<file path="src/design/brd_defines.svh">
// Constants for the boot remap decoder and its configuration bank
// ----------------------------------------------------------------
// How it works
// - remap bits pick static memory or AXI
// - one static encoding disables external AXI
// - select bits pick primary or secondary NOR
// - NOR swap only while static at zero
// - reset fetches follow current remap
// - no remap while running from region
// - board values loaded before reset release
// - dedicated load port from board controller
// - only some registers loaded, others default
// - registers reachable by config path and APB
// - APB bank decoded at fixed base
// - only full word writes supported
// - writes to read-only registers dropped
// - writes to unused words fail
// - reads return full 32 bits
// - unused word reads return zero
// - software uses read-modify-write
// - counter control window 20 bytes
// - counter read page 4KB
// - unspecified bits reset to zero; BRD_MISC_RESET (0x3D0) sets bit 4 and bits 6 to 9 to one
// ----------------------------------------------------------------
`ifndef BRD_DEFINES_SVH
`define BRD_DEFINES_SVH

`define BRD_ADDR_W 40
`define BRD_BANK_BASE 40'h00_7FFF_0000
`define BRD_BANK_SIZE 40'h00_0000_1000
`define BRD_OFF_MISC 12'h010
`define BRD_OFF_TCID 12'hFF8
`define BRD_MISC_RESET 32'h0000_03D0
`define BRD_TCID_VALUE 32'h0000_1234
`define BRD_REMAP_LSB 0
`define BRD_CSSWAP_LSB 4
`define BRD_LOW_BASE 40'h00_0000_0000
`define BRD_LOW_SIZE 40'h00_2000_0000
`define BRD_NOR1_BASE 40'h00_0000_0000
`define BRD_NOR1_SIZE 40'h00_0400_0000
`define BRD_NOR1_ALIAS 40'h00_0800_0000
`define BRD_NOR2_BASE 40'h00_0C00_0000
`define BRD_NOR2_SIZE 40'h00_0400_0000
`define BRD_XAXI_BASE 40'h00_4000_0000
`define BRD_XAXI_SIZE 40'h00_3FC0_0000
`define BRD_CNTCTL_BASE 40'h00_2A43_0000
`define BRD_CNTCTL_SIZE 40'h00_0000_0014
`define BRD_CNTRD_BASE 40'h00_2A80_0000
`define BRD_CNTRD_SIZE 40'h00_0000_1000
`define BRD_REMAP_AXI 2'h1
`define BRD_REMAP_STATIC_NOAXI 2'h2
`define BRD_CS_SECONDARY 2'h1

`endif

</file>
<file path="src/design/brd_pkg.sv">
// Types shared by both ends of the boot remap decoder
package brd_pkg;
    typedef enum logic [3:0] {
        BRD_TGT_NONE,
        BRD_TGT_NOR_PRIMARY,
        BRD_TGT_NOR_SECONDARY,
        BRD_TGT_STATIC_OTHER,
        BRD_TGT_EXT_AXI,
        BRD_TGT_CFG_BANK,
        BRD_TGT_CNT_CTRL,
        BRD_TGT_CNT_READ
    } brd_target_t;

    typedef enum logic [1:0] {
        BRD_APB_IDLE,
        BRD_APB_SETUP,
        BRD_APB_ACCESS
    } brd_apb_state_t;
endpackage

</file>
<file path="src/design/brd_link_if.sv">
// Interface joining the master end and the decoder end
`timescale 1ns/10ps
interface brd_link_if;
    // Transaction request and routed answer
    logic reqValid;
    logic reqReady;
    logic [39:0] reqAddr;
    logic routeValid;
    brd_pkg::brd_target_t routeTarget;
    // APB to the configuration bank
    logic psel;
    logic penable;
    logic pwrite;
    logic [39:0] paddr;
    logic [31:0] pwdata;
    logic [3:0] pstrb;
    logic [31:0] prdata;
    logic pready;
    logic pslverr;
    // Board configuration load port
    logic loadValid;
    logic [11:0] loadOffset;
    logic [31:0] loadData;

    modport device (
        input reqValid, reqAddr, psel, penable, pwrite, paddr, pwdata, pstrb, loadValid, loadOffset, loadData,
        output reqReady, routeValid, routeTarget, prdata, pready, pslverr
    );
    modport master (
        output reqValid, reqAddr, psel, penable, pwrite, paddr, pwdata, pstrb, loadValid, loadOffset, loadData,
        input reqReady, routeValid, routeTarget, prdata, pready, pslverr
    );
endinterface

</file>
<file path="src/design/brd_decoder.sv">
// Decoder end: remap address decode and configuration bank
`timescale 1ns/10ps
`include "brd_defines.svh"
module brd_decoder
    import brd_pkg::*;
(
    // Clock, reset, enable
    input wire logic core_clk,
    input wire logic reset_n,
    input wire logic clkEn,
    // Board reset held until load is done
    input wire logic boardLoadDone,
    output logic sysReset_n,
    // Link to the master end
    brd_link_if.device link,
    // Status for the user
    output logic [1:0] remapSel,
    output logic [1:0] csSel
);
    logic [31:0] miscCfg_r;
    logic sysRel_r;
    logic [31:0] rdData_r;
    logic slvErr_r;
    brd_target_t route_r;
    logic routeValid_r;

    // ----------------------------------------------------------------
    // Decode helpers
    // ----------------------------------------------------------------
    function automatic logic inWin(input logic [39:0] a, input logic [39:0] b, input logic [39:0] s);
        inWin = (a >= b) && (a < b + s);
    endfunction

    // Both remap fields and the address in one path, one target out
    function automatic brd_target_t decode(input logic [39:0] a, input logic [1:0] rm, input logic [1:0] cs);
        decode = BRD_TGT_NONE;
        if (inWin(a, `BRD_LOW_BASE, `BRD_LOW_SIZE)) begin
            if (rm == `BRD_REMAP_AXI) begin
                decode = BRD_TGT_EXT_AXI;
            end else if (inWin(a, `BRD_NOR1_BASE, `BRD_NOR1_SIZE)) begin
                // Swap only in static mapping; fetches at zero follow it
                decode = (cs == `BRD_CS_SECONDARY) ? BRD_TGT_NOR_SECONDARY : BRD_TGT_NOR_PRIMARY;
            end else if (inWin(a, `BRD_NOR1_ALIAS, `BRD_NOR1_SIZE)) begin
                decode = BRD_TGT_NOR_PRIMARY;
            end else if (inWin(a, `BRD_NOR2_BASE, `BRD_NOR2_SIZE)) begin
                decode = BRD_TGT_NOR_SECONDARY;
            end else begin
                decode = BRD_TGT_STATIC_OTHER;
            end
        end else if (inWin(a, `BRD_CNTCTL_BASE, `BRD_CNTCTL_SIZE)) begin
            decode = BRD_TGT_CNT_CTRL;
        end else if (inWin(a, `BRD_CNTRD_BASE, `BRD_CNTRD_SIZE)) begin
            decode = BRD_TGT_CNT_READ;
        end else if (inWin(a, `BRD_BANK_BASE, `BRD_BANK_SIZE)) begin
            decode = BRD_TGT_CFG_BANK;
        end else if (inWin(a, `BRD_XAXI_BASE, `BRD_XAXI_SIZE)) begin
            // Static mode with external AXI switched off leaves it unrouted
            decode = (rm == `BRD_REMAP_STATIC_NOAXI) ? BRD_TGT_NONE : BRD_TGT_EXT_AXI;
        end
    endfunction

    assign remapSel = miscCfg_r[`BRD_REMAP_LSB +: 2];
    assign csSel = miscCfg_r[`BRD_CSSWAP_LSB +: 2];

    // ----------------------------------------------------------------
    // Reset release: system stays in reset until board load finishes
    // ----------------------------------------------------------------
    always_ff @(posedge core_clk or negedge reset_n) begin
        if (!reset_n) begin
            sysRel_r <= 1'b0;
        end else if (clkEn && boardLoadDone) begin
            sysRel_r <= 1'b1;
        end
    end
    assign sysReset_n = sysRel_r;

    // ----------------------------------------------------------------
    // Configuration register: load port then APB
    // ----------------------------------------------------------------
    logic apbAccess;
    logic apbHitMisc;
    logic apbHitRo;
    logic [11:0] apbOff;
    assign apbAccess = link.psel && link.penable;
    assign apbOff = link.paddr[11:0];
    assign apbHitMisc = (apbOff == `BRD_OFF_MISC);
    assign apbHitRo = (apbOff == `BRD_OFF_TCID);

    always_ff @(posedge core_clk or negedge reset_n) begin
        if (!reset_n) begin
            miscCfg_r <= `BRD_MISC_RESET;
        end else if (clkEn) begin
            if (!sysRel_r && link.loadValid && link.loadOffset == `BRD_OFF_MISC) begin
                // Only this offset is loadable; others keep defaults
                miscCfg_r <= link.loadData;
            end else if (apbAccess && link.pwrite && apbHitMisc && link.pstrb == 4'hF) begin
                // Partial strobes are not supported and are dropped
                miscCfg_r <= link.pwdata;
            end
        end
    end

    // ----------------------------------------------------------------
    // APB answer: one wait-free access phase
    // ----------------------------------------------------------------
    always_ff @(posedge core_clk or negedge reset_n) begin
        if (!reset_n) begin
            rdData_r <= 32'h0000_0000;
            slvErr_r <= 1'b0;
        end else if (clkEn && link.psel && !link.penable) begin
            rdData_r <= 32'h0000_0000;
            slvErr_r <= 1'b0;
            if (apbHitMisc) begin
                rdData_r <= miscCfg_r;
                slvErr_r <= link.pwrite && link.pstrb != 4'hF;
            end else if (apbHitRo) begin
                rdData_r <= link.pwrite ? 32'h0000_0000 : `BRD_TCID_VALUE;
            end else begin
                slvErr_r <= link.pwrite;
            end
        end
    end
    assign link.prdata = rdData_r;
    assign link.pslverr = slvErr_r && apbAccess;
    assign link.pready = 1'b1;

    // ----------------------------------------------------------------
    // Routing: target latched at acceptance, later writes do not alter it
    // ----------------------------------------------------------------
    assign link.reqReady = sysRel_r && clkEn;
    always_ff @(posedge core_clk or negedge reset_n) begin
        if (!reset_n) begin
            route_r <= BRD_TGT_NONE;
            routeValid_r <= 1'b0;
        end else if (clkEn) begin
            routeValid_r <= link.reqValid && sysRel_r;
            if (link.reqValid && sysRel_r) begin
                route_r <= decode(link.reqAddr, remapSel, csSel);
            end
        end
    end
    assign link.routeValid = routeValid_r;
    assign link.routeTarget = route_r;
endmodule // brd_decoder

</file>
<file path="src/flat_wrapper.sv">
// flat-port wrapper written by rule: the top's interface ports become plain ports
module brd_decoder_flat import brd_pkg::*;
  (core_clk, reset_n, clkEn, boardLoadDone, sysReset_n, remapSel, csSel, link_reqValid, link_reqAddr, link_psel, link_penable, link_pwrite, link_paddr, link_pwdata, link_pstrb, link_loadValid, link_loadOffset, link_loadData, link_reqReady, link_routeValid, link_routeTarget, link_prdata, link_pready, link_pslverr);
  brd_link_if link_i ();
  input wire logic core_clk;
  input wire logic reset_n;
  input wire logic clkEn;
  input wire logic boardLoadDone;
  output logic sysReset_n;
  output logic [1:0] remapSel;
  output logic [1:0] csSel;
  input wire logic [$bits(link_i.reqValid)-1:0] link_reqValid;
  input wire logic [$bits(link_i.reqAddr)-1:0] link_reqAddr;
  input wire logic [$bits(link_i.psel)-1:0] link_psel;
  input wire logic [$bits(link_i.penable)-1:0] link_penable;
  input wire logic [$bits(link_i.pwrite)-1:0] link_pwrite;
  input wire logic [$bits(link_i.paddr)-1:0] link_paddr;
  input wire logic [$bits(link_i.pwdata)-1:0] link_pwdata;
  input wire logic [$bits(link_i.pstrb)-1:0] link_pstrb;
  input wire logic [$bits(link_i.loadValid)-1:0] link_loadValid;
  input wire logic [$bits(link_i.loadOffset)-1:0] link_loadOffset;
  input wire logic [$bits(link_i.loadData)-1:0] link_loadData;
  output wire logic [$bits(link_i.reqReady)-1:0] link_reqReady;
  output wire logic [$bits(link_i.routeValid)-1:0] link_routeValid;
  output wire logic [$bits(link_i.routeTarget)-1:0] link_routeTarget;
  output wire logic [$bits(link_i.prdata)-1:0] link_prdata;
  output wire logic [$bits(link_i.pready)-1:0] link_pready;
  output wire logic [$bits(link_i.pslverr)-1:0] link_pslverr;
  assign link_i.reqValid = link_reqValid;
  assign link_i.reqAddr = link_reqAddr;
  assign link_i.psel = link_psel;
  assign link_i.penable = link_penable;
  assign link_i.pwrite = link_pwrite;
  assign link_i.paddr = link_paddr;
  assign link_i.pwdata = link_pwdata;
  assign link_i.pstrb = link_pstrb;
  assign link_i.loadValid = link_loadValid;
  assign link_i.loadOffset = link_loadOffset;
  assign link_i.loadData = link_loadData;
  assign link_reqReady = link_i.reqReady;
  assign link_routeValid = link_i.routeValid;
  assign link_routeTarget = link_i.routeTarget;
  assign link_prdata = link_i.prdata;
  assign link_pready = link_i.pready;
  assign link_pslverr = link_i.pslverr;
  brd_decoder u_core (.core_clk(core_clk), .reset_n(reset_n), .clkEn(clkEn), .boardLoadDone(boardLoadDone), .sysReset_n(sysReset_n), .link(link_i), .remapSel(remapSel), .csSel(csSel));
endmodule
</file>
<file path="config.mk">
export PLATFORM = sky130hd
export DESIGN_NAME = brd_decoder_flat
export DESIGN_NICKNAME = d
export VERILOG_FILES = /design/src/design/brd_pkg.sv /design/src/design/brd_link_if.sv /design/src/design/brd_decoder.sv /design/src/flat_wrapper.sv
export VERILOG_INCLUDE_DIRS = /design/src /design/src/design
export SDC_FILE = /design/constraint.sdc
export NUM_CORES = 1
export LEC_CHECK = 0
export ABC_AREA = 1
export BUFFER_PORTS_ARGS = -buffer_cell sky130_fd_sc_hd__buf_2
export CAP_MARGIN = 20
export CORE_ASPECT_RATIO = 0.9
export CORE_MARGIN = 1.5
export CORE_UTILIZATION = 40
export DETAILED_ROUTE_END_ITERATION = 7
export GPL_ROUTABILITY_DRIVEN = 0
export HOLD_SLACK_MARGIN = 0.06
export PLACE_DENSITY = 0.73
export SLEW_MARGIN = 20
export SYNTH_ARGS = -nofsm -noshare
export SYNTH_HDL_FRONTEND = slang
export SYNTH_SLANG_ARGS = --single-unit
</file>
<file path="constraint.sdc">
create_clock -name core_clk -period 2.3 [get_ports core_clk]
set_clock_uncertainty 0.2 [all_clocks]
set_input_delay 0.23 -clock core_clk [delete_from_list [all_inputs] [get_ports core_clk]]
set_output_delay 0.23 -clock core_clk [all_outputs]
set_load 0.1 [all_outputs]
</file>
==> results.sh, run 1 <==
export IMPL_pwr_share_seq_pct=47.2
export IMPL_crit_required_ps=2320
export IMPL_drtIter0Drc=207
export IMPL_timing_critical_path_buf_inv=2
export IMPL_rsz0062_at_grt="false"
export IMPL_clkPwrFrac_pct=31.2
export IMPL_critPathLaunchType="register"
export IMPL_cellLeakagePower_nw=3.064
export IMPL_power_density_nw_per_um2=483.9
export IMPL_synth_area_top_cells="dfrtp_1, nand2_1, nand3_1"
export IMPL_p_sw_mw=0.8389
export IMPL_fin_nets=957
export IMPL_synth_top_area_share_pct=41.53
export IMPL_syn_inst=573
export IMPL_cts_tree="done"
export IMPL_min_period_ps=2019
export IMPL_rrSetupSlack_ps=280
export IMPL_crit_fanout=21
export IMPL_diodes=0
export IMPL_slew_viol_final=0
export IMPL_p_comb_share_pct=21.6
export IMPL_peakVddDrop_mv=0.2389
export IMPL_syn_to_final_growth_pct=41.66
export IMPL_slowest_delay_ps=430
export IMPL_postRouteAntennaNets=0
export IMPL_totalWireLength_um=12240
export IMPL_crit_slowest_cell="dfrtp_2"
export IMPL_stdcell_count=919
export IMPL_synth_top_family_by_area="simple AND/OR/NAND/NOR gates"
export IMPL_die_area_sq_um=10390
export IMPL_io_buffers=181
export IMPL_wl_per_cell_um=13.32
export IMPL_cp_data_arrival_time_ps=2040
export IMPL_p_sw_share_pct=31.25
export IMPL_drc=0
export IMPL_yosysUniqueCellTypes=28
export IMPL_worstPathCellList="inv_1 > nand3_1 > nor3_4 > nand2_2 > buf_4 > nand2_1 > nand2_1 > nand3_1 > nand2_1"
export IMPL_boundaryPins=214
export IMPL_clock_root_buffer="clkbuf_8"
export IMPL_maxSlewHeadroom_pct=38.34
export IMPL_place_hpwl_um=8181
export IMPL_cts_sinks=70
export IMPL_routed_via_density=4.886
export IMPL_ys_ff_latch=70
export IMPL_grt_pass1_wl_um=19950
export IMPL_max_slew_worst_pin_slew_ps=923.9
export IMPL_drv_cap=0
export IMPL_fill_cells=915
export IMPL_vias=4490
export IMPL_p_int_mw=1.846
export IMPL_num_rows=34
export IMPL_dr_pass1_iters=5
export IMPL_path_common_cell="nand2_1"
export IMPL_synth_mux_area_share_pct=0
export IMPL_antenna_found_initial=0
export IMPL_clock_latency_ps=330
export IMPL_hold_violations=0
export IMPL_start_util_pct=40.73
export IMPL_grtUsageMet1_pct=29.36
export IMPL_first_global_vias=4382
export IMPL_status="finished clean"
export IMPL_yosys_area_share_adder_pct=0
export IMPL_cp_end_kind="register"
export IMPL_cts_buffers=9
export IMPL_hold_class="in -> reg"
export IMPL_utilization_pct=57.70
export IMPL_grt_busiest_layer="met2"
export IMPL_fin_crit_sh_pct=87.79
export IMPL_synth_simple_gate_area_share_pct=42.52
export IMPL_synth_area_per_cell_sq_um=6.835
export IMPL_grt_max_degree=71
export IMPL_ys_seq_area_share_pct=44.89
export IMPL_use_met3_pct=5.054
export IMPL_drive_gt1_share_pct=27.62
export IMPL_die_h_um=96.87
export IMPL_yosys_warnings=0
export IMPL_synth_compound_area_share_pct=4.856
export IMPL_post_place_cells=855
export IMPL_max_freq_mhz=495.2
export IMPL_track_usage_pct=24.01
export IMPL_crit_family="simple AND/OR/NAND/NOR gates"
export IMPL_die_w_um=107.3
export IMPL_synth_top_cell_by_area="dfrtp_1"
export IMPL_tns_ps=0
export IMPL_overflow=0
export IMPL_setup_violations=0
export IMPL_grt_use_met2_pct=40.91
export IMPL_ctsLongestPathBuffers=2
export IMPL_synth_xor_area_share_pct=0
export IMPL_clkTransAtPathRegs_ps=70
export IMPL_critPathKind="reg -> reg"
export IMPL_syn_area_sq_um=3916
export IMPL_htreeDepth=3
export IMPL_core_sq_um=9614
export IMPL_syn_num_nets=742
-- tightest hold or removal path: stages --
cell and delay [ps]:
buf_2 80, nand3_1 70, nand2_1 70, nand3_1 70, nand2_1 60
-- routing by layer --
layer | vias up | routed length [um]
met5 | - | 0
met4 | 0 | 293
met3 | 24 | 936
met2 | 198 | 5856
met1 | 2032 | 5156
li1 | 2236 | -
-- path summary, 6_finish.rpt --
path	from	end	cells after the start
setup / recovery	u_core.sysReset_n	u_core.miscCfg_r[5]	9
hold / removal	link_loadData[28]	u_core.miscCfg_r[28]	5
setup reg to reg	u_core.sysReset_n	u_core.miscCfg_r[5]	9
min in group asynchronous	reset_n	u_core.miscCfg_r[22]	2
hold reg to reg	u_core.miscCfg_r[9]	u_core.miscCfg_r[9]	2
max in group asynchronous	reset_n	u_core.sysReset_n	2
-- cells by family after synthesis --
logic type | Yosys count
flip-flops | 70
buffers and inverters | 70
AO/OA/AOI/OAI | 36
AND/OR/NAND/NOR | 395
other | 2
-- per-stage QoR --
stage                     hold slack (ps)  worst slack, ps  total power, mW  cell area (sq um)
after floorplan                    -265.6            117.4            1.597               3918
after global placement              198.5            364.6            1.793               4908
after detailed placement            213.3            324.3            1.803               4908
after CTS                           62.09            292.2            2.702               5548
after global routing                85.75            157.0            2.816               5548
final                               78.22            280.8            2.685               5548
-- synth_stat cells, drive strengths merged --
master and instances:
nand2 227, nand3 82, dfrtp 65, nor2 64, inv 35, o21ai 32
buf 18, clkbuf 17, nand4 7, dfstp 5, or2 5, nor3 4
nand3b 3, conb 2, a21oi 1, a31oi 1, and3 1, and3b 1
nor4 1, o211ai 1, o31ai 1
-- cell usage in the layout (no fill, tap or decap) --
cell           count
buf_4             11
dfstp_2            5
and3b_1            1
or2_1              2
nand2_2            1
o31ai_1            1
nand4_1            7
nand3_1           82
nor3_4             2
a21oi_1            1
nor4_1             1
clkinv_2           3
nor3_2             1
clkbuf_1           3
inv_1             35
o211ai_1           1
a31oi_1            1
and3_1             1
dlygate4sd3_1     48
nand2_1          226
dfrtp_2            1
clkinv_4           1
dfrtp_1           64
nor3_1             1
o21ai_0           31
conb_1             2
clkbuf_8           9
or2_2              3
nand3b_1           3
o21ai_2            1
nor2_4             1
buf_2            180
nor2_1            63
-- state kept, by name (all words and copies together) (netlist names) --
signal,flops
u_core.miscCfg_r,32
u_core.sysReset_n,1
u_core.link.prdata,32
u_core.slvErr_r,1
u_core.link.routeValid,1
u_core.link.routeTarget,3
-- what timing repair did --
action | CTS | global route
hold buffers | 48 | 0
hold endpoints to repair | 100 | 0
buffers inserted | 0 | 0
resized for setup | 0 | 0
setup endpoints to repair | 0 | 0
-- power groups by stage --
stage	registers [mW]	logic, mW	clock network, mW
2_1_floorplan	1.45	0.149	0
3_3_place_gp	1.29	0.504	0
3_5_place_dp	1.29	0.512	0
4_1_cts	1.27	0.575	0.860
5_1_grt	1.27	0.626	0.922
6_report	1.27	0.581	0.837
-- layout make-up --
type / count / area (sq um) / share of cell area (%)
well taps: 126 / 157.7 / 2.842
clock buffers: 12 / 135.1 / 2.436
repair buffers: 239 / 1464 / 26.39
multi-input cells: 433 / 1877 / 33.83
clock inverters: 4 / 23.77 / 0.4285
inverters: 35 / 131.4 / 2.368
flip-flops and latches: 70 / 1759 / 31.71
(Power assumes the default switching activity.)
==> run 2, diff against run 1 <==
Settings changed: CORE_MARGIN 1.5 to default.
==> results.sh, run 2 (synthesis gave the netlist of run 1 again) <==
export IMPL_die_w_um=106.3
export IMPL_overflow=0
export IMPL_fin_nets=956
export IMPL_min_period_ps=1954
export IMPL_max_slew_worst_pin_slew_ps=964.1
export IMPL_post_cts_buffers=0
export IMPL_path_common_cell="nand2_1"
export IMPL_fin_crit_sh_pct=84.97
export IMPL_first_global_vias=4358
export IMPL_holdCritStartpoint="link_loadData[23]"
export IMPL_holdWs_ps=61.15
export IMPL_io_buffers=181
export IMPL_clock_root_buffer="clkbuf_8"
export IMPL_timing_critical_path_buf_inv=2
export IMPL_boundaryPins=214
export IMPL_place_area_sq_um=4916
export IMPL_cellLeakagePower_nw=3.072
export IMPL_vias=4540
export IMPL_ctsLongestPathBuffers=2
export IMPL_setup_violations=0
export IMPL_power_density_nw_per_um2=503.7
export IMPL_worstPathCellList="inv_1 > nand3_1 > nor3_4 > nand2_2 > o21ai_2 > nand2_1 > buf_4 > nand2_1 > nand2_1"
export IMPL_crit_required_ps=2340
export IMPL_crit_start="u_core.sysReset_n"
export IMPL_wl_per_cell_um=13.61
export IMPL_drive_gt1_share_pct=27.65
export IMPL_post_place_cells=851
export IMPL_final_cell_mix="nand2_1, buf_2, nand3_1"
export IMPL_die_area_sq_um=10190
export IMPL_hold_violations=0
export IMPL_peakVddDrop_mv=0.2524
export IMPL_crit_fanout=18
export IMPL_drv_cap=0
export IMPL_totalWireLength_um=12440
export IMPL_mostFrequentLayoutCell="nand2_1"
export IMPL_place_hpwl_um=8323
export IMPL_crit_slowest_cell="dfrtp_2"
export IMPL_clkTransAtPathRegs_ps=80
export IMPL_crit_family="simple AND/OR/NAND/NOR gates"
export IMPL_drtIter0Drc=304
export IMPL_tns_ps=0
export IMPL_core_sq_um=9290
export IMPL_die_h_um=95.87
export IMPL_grt_max_degree=71
export IMPL_cts_sinks=70
export IMPL_critPathLaunchType="register"
export IMPL_stdcell_count=914
export IMPL_drc=0
export IMPL_fill_cells=860
export IMPL_rrSetupSlack_ps=350
export IMPL_grt_pass1_wl_um=19750
export IMPL_max_freq_mhz=511.7
export IMPL_num_rows=33
export IMPL_rsz0062_at_grt="false"
export IMPL_cp_end_kind="register"
export IMPL_start_util_pct=42.15
export IMPL_slowest_delay_ps=440
export IMPL_cts_tree="done"
export IMPL_r2r_start="u_core.sysReset_n"
export IMPL_htreeDepth=3
export IMPL_power_mw=2.805
export IMPL_critPathKind="reg -> reg"
export IMPL_final_cell_area_sq_um=5569
export IMPL_hold_class="in -> reg"
export IMPL_maxSlewHeadroom_pct=35.65
export IMPL_reg2reg_to="u_core.miscCfg_r[18]"
export IMPL_diodes=0
export IMPL_status="finished clean"
export IMPL_hold_depth=5
export IMPL_reg2regPathDepth=9
export IMPL_cp_data_arrival_time_ps=1990
export IMPL_hold_end="u_core.miscCfg_r[23]"
export IMPL_slew_viol_final=0
export IMPL_postRouteAntennaNets=0
export IMPL_dr_pass1_iters=5
export IMPL_clock_latency_ps=340
export IMPL_syn_to_final_growth_pct=42.20
export IMPL_routed_via_density=4.967
export IMPL_antenna_found_initial=0
export IMPL_track_usage_pct=24.99
export IMPL_cts_buffers=9
-- run 2: cell types whose count changed in the layout (fill, tap and decap cells not counted) --
cell,change
buf_12,+1
buf_4,-1
bufinv_16,+1
clkinv_2,-1
clkinv_4,-1
clkinvlp_4,+1
dlygate4sd3_1,-1
-- run 2: routing by layer --
layer	GRT usage [%]	part of all wire [%]	vias to the layer above
li1	-	-	2227
met2	45.67	49	214
met5	0	0	-
met1	28.40	41	2061
met4	10.88	2.9	0
met3	5.281	7.0	38
-- run 2: worst max path at each step --
stage,endpoint,depth (start not counted)
after CTS,u_core.miscCfg_r[18],9
after global placement,u_core.link.prdata[20],7
after floorplan,u_core.link.routeTarget[2],7
final,u_core.miscCfg_r[18],9
after global routing,u_core.miscCfg_r[2],9
after detailed placement,u_core.link.prdata[16],7
-- run 2: metrics by stage --
step / utilization (%) / setup slack [ps]
after floorplan: - / 117.4
after global placement: 52.92 / 312.5
after detailed placement: 52.92 / 193.8
after CTS: 59.95 / 331.2
after global routing: 59.95 / 137.9
final: 59.95 / 345.8
-- run 2: repair_timing --
action	4_1_cts	5_1_grt
resized for setup	0	0
hold endpoints to repair	98	0
hold buffers	47	0
-- run 2: report_power, final --
group / switching (mW) / internal, mW / leakage (nW) / total [mW]
clock network: 0.461 / 0.499 / 0.0904 / 0.960
registers: 0.0118 / 1.25 / 0.935 / 1.27
logic: 0.379 / 0.200 / 2.05 / 0.579
-- run 2: cell type report --
class / count / area [sq um] / area share [%]
inverter: 35 / 131.4 / 2.359
sequential: 70 / 1759 / 31.59
multi-input combinational: 433 / 1877 / 33.70
clock inverter: 4 / 47.55 / 0.8537
timing repair buffer: 238 / 1466 / 26.33
tap: 122 / 152.6 / 2.741
clock buffer: 12 / 135.1 / 2.426
-- run 2: worst reg2reg max path, cell delays in order, from the launching register on --
cell and delay (ps):
dfrtp_2 440, inv_1 90, nand3_1 120, nor3_4 170
nand2_2 240, o21ai_2 170, nand2_1 90, buf_4 220
nand2_1 80, nand2_1 40
